File: src/hw/oscsw_defs.svh
`ifndef OSCSW_DEFS_SVH
`define OSCSW_DEFS_SVH

// Register offsets on the plain port
`define OSCSW_ADDR_REQ      4'h0
`define OSCSW_ADDR_CUR      4'h1
`define OSCSW_ADDR_STAT     4'h2
`define OSCSW_ADDR_FREQ     4'h3
`define OSCSW_ADDR_IRQ_STAT 4'h4
`define OSCSW_ADDR_IRQ_MASK 4'h5

// Field positions in the status/control register
`define OSCSW_BIT_HOLD      7
`define OSCSW_BIT_SECONDARY_OSC_POWER   6
`define OSCSW_BIT_DONE      4
`define OSCSW_BIT_NEWRDY    3

// Field positions in the requested/current clock registers
`define OSCSW_SRC_MSB       6
`define OSCSW_SRC_LSB       4
`define OSCSW_DIV_MSB       3
`define OSCSW_DIV_LSB       0

// Interrupt status bits
`define OSCSW_IRQ_HELD      0
`define OSCSW_IRQ_DONE      1

// Reset value and largest valid divider code
`define OSCSW_RST_REG       8'h00
`define OSCSW_DIV_MAX       4'h9

`endif

File: src/hw/oscsw_pkg.sv
package oscsw_pkg;
	typedef enum logic [2:0] {
		OSCSW_SRC_RSV0    = 3'h0,
		OSCSW_SRC_HFPLL   = 3'h1,
		OSCSW_SRC_EXTPLL  = 3'h2,
		OSCSW_SRC_RSV3    = 3'h3,
		OSCSW_SRC_SEC     = 3'h4,
		OSCSW_SRC_LF      = 3'h5,
		OSCSW_SRC_HF      = 3'h6,
		OSCSW_SRC_EXT     = 3'h7
	} oscsw_src_t;

	typedef enum {
		OSCSW_IDLE,
		OSCSW_WAIT,
		OSCSW_HELD
	} oscsw_state_t;
endpackage

File: src/hw/oscsw_sel_if.sv
interface oscsw_sel_if;
	logic [2:0] src_code;
	logic [3:0] div_code;
	logic [2:0] src_eff;
	logic [9:0] div_onehot;
	logic       div_rsv;

	modport dec (input src_code, input div_code, output src_eff, output div_onehot,
		output div_rsv);
	modport user (output src_code, output div_code, input src_eff, input div_onehot,
		input div_rsv);
endinterface

File: src/hw/oscsw_decode.sv
`include "oscsw_defs.svh"

module oscsw_decode
	import oscsw_pkg::*;
(
	oscsw_sel_if.dec sel
);
	always_comb begin
		case (sel.src_code)
			OSCSW_SRC_RSV0,
			OSCSW_SRC_RSV3: sel.src_eff = OSCSW_SRC_HF;
			default:        sel.src_eff = sel.src_code;
		endcase
	end

	assign sel.div_rsv = sel.div_code > `OSCSW_DIV_MAX;

	genvar g;
	generate
		for (g = 0; g < 10; g = g + 1) begin : g_div
			assign sel.div_onehot[g] = (sel.div_code == 4'(g));
		end
	endgenerate
endmodule // oscsw_decode

File: src/hw/oscsw_top.sv
// The placing of the registers and strobed register access were left to the implementer.
`include "oscsw_defs.svh"

module oscsw_top
	import oscsw_pkg::*;
(
	input  wire logic       i_clk,
	input  wire logic       i_rst_n,
	input  wire logic [3:0] i_addr,
	input  wire logic [7:0] i_wdata,
	input  wire logic       i_wr,
	input  wire logic       i_rd,
	input  wire logic [7:0] i_osc_ready,
	input  wire logic [2:0] i_external_osc_mode_cfg,
	output logic      [7:0] o_rdata,
	output logic      [7:0] o_osc_enable,
	output logic      [2:0] o_sys_src,
	output logic      [9:0] o_sys_div,
	output logic      [3:0] o_fast_internal_freq_select,
	output logic      [2:0] o_external_mode,
	output logic            o_secondary_osc_power,
	output logic            o_irq
);
	// ------------------------------------------------------------
	// Reset release
	// ------------------------------------------------------------
	logic [1:0] rst_sync_r;
	logic       rst_n;

	always_ff @(posedge i_clk or negedge i_rst_n) begin
		if (!i_rst_n) begin
			rst_sync_r <= 2'h0;
		end else begin
			rst_sync_r <= {rst_sync_r[0], 1'b1};
		end
	end
	assign rst_n = rst_sync_r[1];

	// ------------------------------------------------------------
	// Registers
	// ------------------------------------------------------------
	logic [7:0]   requested_clock_reg_r;
	logic [7:0]   current_clock_reg_r;
	logic [7:0]   internal_freq_reg_r;
	logic         switch_hold_r;
	logic         secondary_osc_power_r;
	logic [1:0]   irq_stat_r;
	logic [1:0]   irq_mask_r;
	logic [1:0]   irq_set;
	oscsw_state_t state_r;
	logic         new_rdy;
	logic         do_switch;
	logic         switch_busy;
	logic [7:0]   stat_val;
	logic [7:0]   rdata_nxt;

	wire wr_req  = i_wr && (i_addr == `OSCSW_ADDR_REQ);
	wire wr_stat = i_wr && (i_addr == `OSCSW_ADDR_STAT);
	wire wr_freq = i_wr && (i_addr == `OSCSW_ADDR_FREQ);
	wire wr_mask = i_wr && (i_addr == `OSCSW_ADDR_IRQ_MASK);
	wire rd_irq  = i_rd && (i_addr == `OSCSW_ADDR_IRQ_STAT);

	// ------------------------------------------------------------
	// Decoders
	// ------------------------------------------------------------
	oscsw_sel_if req_sel ();
	oscsw_sel_if cur_sel ();

	assign req_sel.src_code = requested_clock_reg_r[`OSCSW_SRC_MSB:`OSCSW_SRC_LSB];
	assign req_sel.div_code = requested_clock_reg_r[`OSCSW_DIV_MSB:`OSCSW_DIV_LSB];
	assign cur_sel.src_code = current_clock_reg_r[`OSCSW_SRC_MSB:`OSCSW_SRC_LSB];
	assign cur_sel.div_code = current_clock_reg_r[`OSCSW_DIV_MSB:`OSCSW_DIV_LSB];

	oscsw_decode u_req_dec (
		.sel (req_sel)
	);
	oscsw_decode u_cur_dec (
		.sel (cur_sel)
	);

	// ------------------------------------------------------------
	// Switch sequencing
	// ------------------------------------------------------------
	// busy while selections differ
	assign switch_busy = (requested_clock_reg_r != current_clock_reg_r);
	assign new_rdy = switch_busy && i_osc_ready[req_sel.src_eff];
	assign do_switch = new_rdy && !switch_hold_r;

	always_ff @(posedge i_clk or negedge rst_n) begin
		if (!rst_n) begin
			state_r <= OSCSW_IDLE;
		end else begin
			case (state_r)
				OSCSW_IDLE: begin
					if (switch_busy) begin
						state_r <= OSCSW_WAIT;
					end
				end
				OSCSW_WAIT: begin
					if (!switch_busy || do_switch) begin
						state_r <= OSCSW_IDLE;
					end else if (new_rdy) begin
						state_r <= OSCSW_HELD;
					end
				end
				OSCSW_HELD: begin
					if (!switch_busy || do_switch) begin
						state_r <= OSCSW_IDLE;
					end
				end
				default: state_r <= OSCSW_IDLE;
			endcase
		end
	end

	// Held event fires once on entry, so a long hold gives one interrupt
	// hold raises interrupt
	assign irq_set[`OSCSW_IRQ_HELD] = (state_r == OSCSW_WAIT) && new_rdy && switch_hold_r;
	assign irq_set[`OSCSW_IRQ_DONE] = do_switch;

	always_ff @(posedge i_clk or negedge rst_n) begin
		if (!rst_n) begin
			requested_clock_reg_r <= `OSCSW_RST_REG;
		end else if (wr_req) begin
			requested_clock_reg_r <= {1'b0, i_wdata[6:0]};
		end
	end

	always_ff @(posedge i_clk or negedge rst_n) begin
		if (!rst_n) begin
			current_clock_reg_r <= `OSCSW_RST_REG;
		end else if (do_switch) begin
			current_clock_reg_r <= requested_clock_reg_r;
		end
	end

	always_ff @(posedge i_clk or negedge rst_n) begin
		if (!rst_n) begin
			internal_freq_reg_r <= `OSCSW_RST_REG;
		end else if (wr_freq) begin
			internal_freq_reg_r <= {4'h0, i_wdata[3:0]};
		end
	end

	// hold bit, no hardware clear here
	always_ff @(posedge i_clk or negedge rst_n) begin
		if (!rst_n) begin
			switch_hold_r <= 1'b0;
		end else if (wr_stat) begin
			switch_hold_r <= i_wdata[`OSCSW_BIT_HOLD];
		end
	end

	always_ff @(posedge i_clk or negedge rst_n) begin
		if (!rst_n) begin
			secondary_osc_power_r <= 1'b0;
		end else if (wr_stat) begin
			secondary_osc_power_r <= i_wdata[`OSCSW_BIT_SECONDARY_OSC_POWER];
		end
	end

	// ------------------------------------------------------------
	// Interrupts
	// ------------------------------------------------------------
	// Set wins over the read clear
	always_ff @(posedge i_clk or negedge rst_n) begin
		if (!rst_n) begin
			irq_stat_r <= 2'h0;
		end else if (rd_irq) begin
			irq_stat_r <= irq_set;
		end else begin
			irq_stat_r <= irq_stat_r | irq_set;
		end
	end

	always_ff @(posedge i_clk or negedge rst_n) begin
		if (!rst_n) begin
			irq_mask_r <= 2'h0;
		end else if (wr_mask) begin
			irq_mask_r <= i_wdata[1:0];
		end
	end

	// ------------------------------------------------------------
	// Status view
	// ------------------------------------------------------------
	// unimplemented bits zero
	always_comb begin
		stat_val = 8'h00;
		stat_val[`OSCSW_BIT_HOLD]    = switch_hold_r;
		stat_val[`OSCSW_BIT_SECONDARY_OSC_POWER] = secondary_osc_power_r;
		stat_val[`OSCSW_BIT_DONE]    = !switch_busy;
		stat_val[`OSCSW_BIT_NEWRDY]  = new_rdy;
	end

	// ------------------------------------------------------------
	// Read path
	// ------------------------------------------------------------
	always_comb begin
		rdata_nxt = 8'h00;
		if (i_rd) begin
			case (i_addr)
				`OSCSW_ADDR_REQ:      rdata_nxt = requested_clock_reg_r;
				`OSCSW_ADDR_CUR:      rdata_nxt = current_clock_reg_r;
				`OSCSW_ADDR_STAT:     rdata_nxt = stat_val;
				`OSCSW_ADDR_FREQ:     rdata_nxt = internal_freq_reg_r;
				`OSCSW_ADDR_IRQ_STAT: rdata_nxt = {6'h00, irq_stat_r};
				`OSCSW_ADDR_IRQ_MASK: rdata_nxt = {6'h00, irq_mask_r};
				default:              rdata_nxt = 8'h00;
			endcase
		end
	end

	always_ff @(posedge i_clk or negedge rst_n) begin
		if (!rst_n) begin
			o_rdata <= 8'h00;
		end else begin
			o_rdata <= rdata_nxt;
		end
	end

	// ------------------------------------------------------------
	// Clock control outputs
	// ------------------------------------------------------------
	// Both current and requested kept running across a switch
	always_ff @(posedge i_clk or negedge rst_n) begin
		if (!rst_n) begin
			o_osc_enable <= 8'h00;
		end else begin
			o_osc_enable <= (8'h01 << cur_sel.src_eff) | (8'h01 << req_sel.src_eff);
		end
	end

	always_ff @(posedge i_clk or negedge rst_n) begin
		if (!rst_n) begin
			o_sys_src <= 3'h0;
		end else begin
			o_sys_src <= cur_sel.src_eff;
		end
	end

	always_ff @(posedge i_clk or negedge rst_n) begin
		if (!rst_n) begin
			o_sys_div <= 10'h000;
		end else if (!cur_sel.div_rsv) begin
			o_sys_div <= cur_sel.div_onehot;
		end
	end

	always_ff @(posedge i_clk or negedge rst_n) begin
		if (!rst_n) begin
			o_fast_internal_freq_select <= 4'h0;
		end else begin
			o_fast_internal_freq_select <= internal_freq_reg_r[3:0];
		end
	end

	always_ff @(posedge i_clk or negedge rst_n) begin
		if (!rst_n) begin
			o_external_mode <= 3'h0;
		end else begin
			o_external_mode <= i_external_osc_mode_cfg;
		end
	end

	always_ff @(posedge i_clk or negedge rst_n) begin
		if (!rst_n) begin
			o_secondary_osc_power <= 1'b0;
		end else begin
			o_secondary_osc_power <= secondary_osc_power_r;
		end
	end

	// ------------------------------------------------------------
	// Interrupt output
	// ------------------------------------------------------------
	// Level only, software clears it by reading interrupt status
	always_ff @(posedge i_clk or negedge rst_n) begin
		if (!rst_n) begin
			o_irq <= 1'b0;
		end else begin
			o_irq <= |(irq_stat_r & irq_mask_r);
		end
	end
endmodule // oscsw_top

File: config.mk
export PLATFORM = sky130hd
export DESIGN_NAME = oscsw_top
export DESIGN_NICKNAME = d
export VERILOG_FILES = /design/src/hw/oscsw_pkg.sv /design/src/hw/oscsw_sel_if.sv /design/src/hw/oscsw_decode.sv /design/src/hw/oscsw_top.sv
export VERILOG_INCLUDE_DIRS = /design/src /design/src/hw
export SDC_FILE = /design/constraint.sdc
export NUM_CORES = 1
export LEC_CHECK = 0
export BUFFER_PORTS_ARGS = -buffer_cell sky130_fd_sc_hd__clkbuf_2
export CORE_ASPECT_RATIO = 0.7
export CORE_MARGIN = 1
export CORE_UTILIZATION = 55
export CTS_BUF_LIST = sky130_fd_sc_hd__clkbuf_4
export CTS_CLUSTER_DIAMETER = 60
export DETAILED_ROUTE_END_ITERATION = 8
export PLACE_DENSITY = 0.81
export SLEW_MARGIN = 20
export SYNTH_ARGS = -nofsm -noshare
export SYNTH_HDL_FRONTEND = slang
export SYNTH_SLANG_ARGS = --single-unit
File: constraint.sdc
create_clock -name i_clk -period 2.9 [get_ports i_clk]
set_input_delay 0.435 -clock i_clk [delete_from_list [all_inputs] [get_ports i_clk]]
set_output_delay 0.435 -clock i_clk [all_outputs]
set_load 0.02 [all_outputs]
==> metrics <==
status=finished clean; Synth Area in XOR/XNOR=0.0341; I/O pins=between 60 and 70; cell leakage power=1.54 nW; final setup vio count=0; clock buffer depth=2; Post-Syn Area=approximately 0.0028 mm²; area delta synth->final=15.5%; # rows=21; post-route ant nets=0; root buffer cell=clkbuf_4; DRC marker count from the first detailed-route iteration=82; initial antenna violation count=0; Final Cell Area=0.00326 mm²; Final Skew=0.0161 ns; diode count=0; CP Cell Sequence=mux2i_1 > a22oi_2 > o211ai_4 > nor3_4 > mux2_2; vias in the first global route=1757; Ys Warns=0; chip width=between 80 and 90 µm; met3 wire len=roughly 340 µm; Final TNS setup=0 ns; Die Area=0.00543 mm²; Final Critical Period=2.06 ns; Setup CP Type=register to register; Routed Wire Length=5360 µm; mux contribution to synthesized area=0.125; Avg Vias per Cell=5.40; first-pass GRT wire length=8400 µm; Fin Hold WS=0.121 ns; CP Data Required Time=3.20 ns; Post-synth EDFFs=0; MaxCap Viol Count=0; fin crit share=0.711; largest delay contributor family on the critical path=flip-flops; slowest CP cell=dfrtp_1; Synth Area in Compound Gates=0.0978; Worst-Skew Late Latency=0.42 ns; Synth Register Bits=66; total global-route track usage=0.222; met1 wire length=between 2000 and 3000 µm; Initial Util=0.581; FILL cells=375; main combinational cell family by area after synthesis=multiplexers; Top FF cell, synth=dfrtp_1; DR top layer=met4; chip height=62.0 µm; largest net degree at the start of global routing=28; via count=1982; cts bufs inserted=9; met2 WL post-DR=around 2300 µm; share of layout cells above drive strength 1=0.362; number of distinct library cells after synthesis=48; Placed Instance Area=0.00316 mm²; Final Hold Fails=0; DRC violations left=0; htree depth=3; count of TritonRoute iterations in the first routing pass=5; fin nets=approximately 320; Routability Congestion=roughly 0.87; Slew @ Worst Pin=0.598 ns; crit path capture type=register; Slew Limit Fails=0; WL/cell=~15 µm; Levels on crit path=5; f_max=slightly below 500 MHz; post-synthesis adder-cell area fraction=0; PortBufs=62; Clock transition at path regs=0.09 ns; unrepaired setup endpoints after global routing=false; Critical Path Start Type=register; Core Footprint=0.00486 mm²; Async SR Flop Fraction=1.00; Slew headroom=0.598; arrival time at the worst endpoint=2.37 ns; CTS tree=yes; CTS sink cnt=66; register area share after synthesis=0.584; DP Wirelength=3860 µm; HP Class=input pin to register; CP Max Fanout=13; number of instances resized during post-cts repair=0; CP max stage delay=0.67 ns; post-synthesis simple-gate area fraction=0.118; Avg Cell Area, Syn=roughly 12 µm²; Worst VDD drop=397 µV; Remaining Overflow, GRT=0; crit path buf inv count=0; hold depth=1; Post-Synthesis Cells=~230; Cell Pwr Density=892 mW/mm²; worst reg-to-reg path cell count=5
[cell families (layout without fill, tap and decap cells)]
kind of cell / count (synthesis) / after routing
compound gates: 37 / 37
xor+xnor: 11 / 11
buf+inv: 21 / 86
flops: 66 / 66
mux: 32 / 32
other cells: 2 / 3
simple gates: 63 / 63
[worst register-to-register path, stage by stage (launching register included)]
cell and delay, ns:
dfrtp_1 0.67, mux2i_1 0.17, a22oi_2 0.23, o211ai_4 0.14, nor3_4 0.36, mux2_2 0.39
[cell usage after synthesis, drive strengths merged (2+ instances only)]
library cell | number | share of area
nand2b | 2 | 0.0044
nor2 | 16 | 0.021
nand2 | 20 | 0.027
a21o | 2 | 0.0058
mux2i | 6 | 0.021
nor3 | 4 | 0.011
mux2 | 26 | 0.10
conb | 2 | 0.0027
buf | 10 | 0.024
a21oi | 4 | 0.0071
o32ai | 2 | 0.0062
o2bb2ai | 2 | 0.0062
dfrtp | 66 | 0.58
and2 | 2 | 0.0044
o21ai | 7 | 0.012
a22oi | 7 | 0.020
nand3 | 4 | 0.0071
xnor2 | 6 | 0.019
xor2 | 5 | 0.015
inv | 6 | 0.0080
a31oi | 3 | 0.0066
clkbuf | 5 | 0.0066
a22o | 2 | 0.0062
nand4 | 4 | 0.0089
nor4 | 3 | 0.012
[state kept, by name (all words and copies together) (netlist names)]
signal,cells
o_sys_div,10
o_osc_enable,8
o_rdata,8
current_clock_reg_r,7
requested_clock_reg_r,7
internal_freq_reg_r,4
o_fast_internal_freq_select,4
o_external_mode,3
o_sys_src,3
irq_mask_r,2
irq_stat_r,2
rst_sync_r,2
state_r,2
o_irq,1
o_secondary_osc_power,1
secondary_osc_power_r,1
switch_hold_r,1
[what timing repair did]
item,CTS,global route
endpoints found under the setup margin,0,0
endpoints found under the hold margin,2,0
hold buffers,1,0
setup buffers,0,0
[cell usage in the layout (no fill, tap or decap), types with 2 or more instances in the layout]
cell type	n
and2_1	2
nand2b_1	2
xnor2_1	6
a21oi_1	4
a22oi_1	6
inv_1	6
clkbuf_4	10
o21ai_0	6
o32ai_1	2
buf_4	2
dfrtp_1	65
nand3_1	4
a22o_1	2
xor2_1	5
nor2_1	16
mux2_2	26
clkbuf_2	62
clkinv_1	4
nand4_1	4
nand2_1	20
o2bb2ai_1	2
nor4_1	2
a31oi_1	3
mux2i_1	6
nor3_1	3
conb_1	3
[layout make-up]
cell class	instances	area, µm²	share of cell area
sequential	66	1650	0.506
multi-input combinational	146	1070	0.328
timing repair buffer	65	335	0.103
tap	69	86.3	0.0264
clock buffer	10	75.1	0.0230
clock inverter	5	22.5	0.00690
inverter	6	22.5	0.00690
[metrics by stage]
step	std cells	util	power, mW	setup WS [ns]
6_report	367	0.672	2.91	0.838
5_1_grt	367	0.672	3.12	0.712
4_1_cts	367	0.672	2.93	0.840
3_5_place_dp	351	0.649	2.47	0.837
3_3_place_gp	351	0.649	2.43	0.881
2_1_floorplan	233	-	2.21	0.926
[path summary, 6_finish.rpt]
path | to | from | slack (ns)
worst max-delay path | current_clock_reg_r[2] | requested_clock_reg_r[5] | 0.84
worst min register to register | o_sys_src[2] | rst_sync_r[1] | 0.27
worst max register to register | current_clock_reg_r[2] | requested_clock_reg_r[5] | 0.84
max in group asynchronous | o_rdata[6] | rst_sync_r[1] | 1.95
min in group asynchronous | o_sys_src[2] | rst_sync_r[1] | 0.27
worst min-delay path | o_external_mode[1] | i_external_osc_mode_cfg[1] | 0.12
[where the power goes]
| part | internal (mW) | switching [mW] | total, mW |
|---|---|---|---|
| registers | 1.17 | 0.300 | 1.47 |
| clock network | 0.170 | 0.295 | 0.465 |
| logic | 0.439 | 0.539 | 0.978 |
| total | 1.78 | 1.13 | 2.91 |
[layer usage]
layer	track usage	up-vias
met5	0	-
met4	0.108	0
li1	-	934
met3	0.0964	14
met1	0.300	965
met2	0.308	69
(Power assumes the default switching activity.)
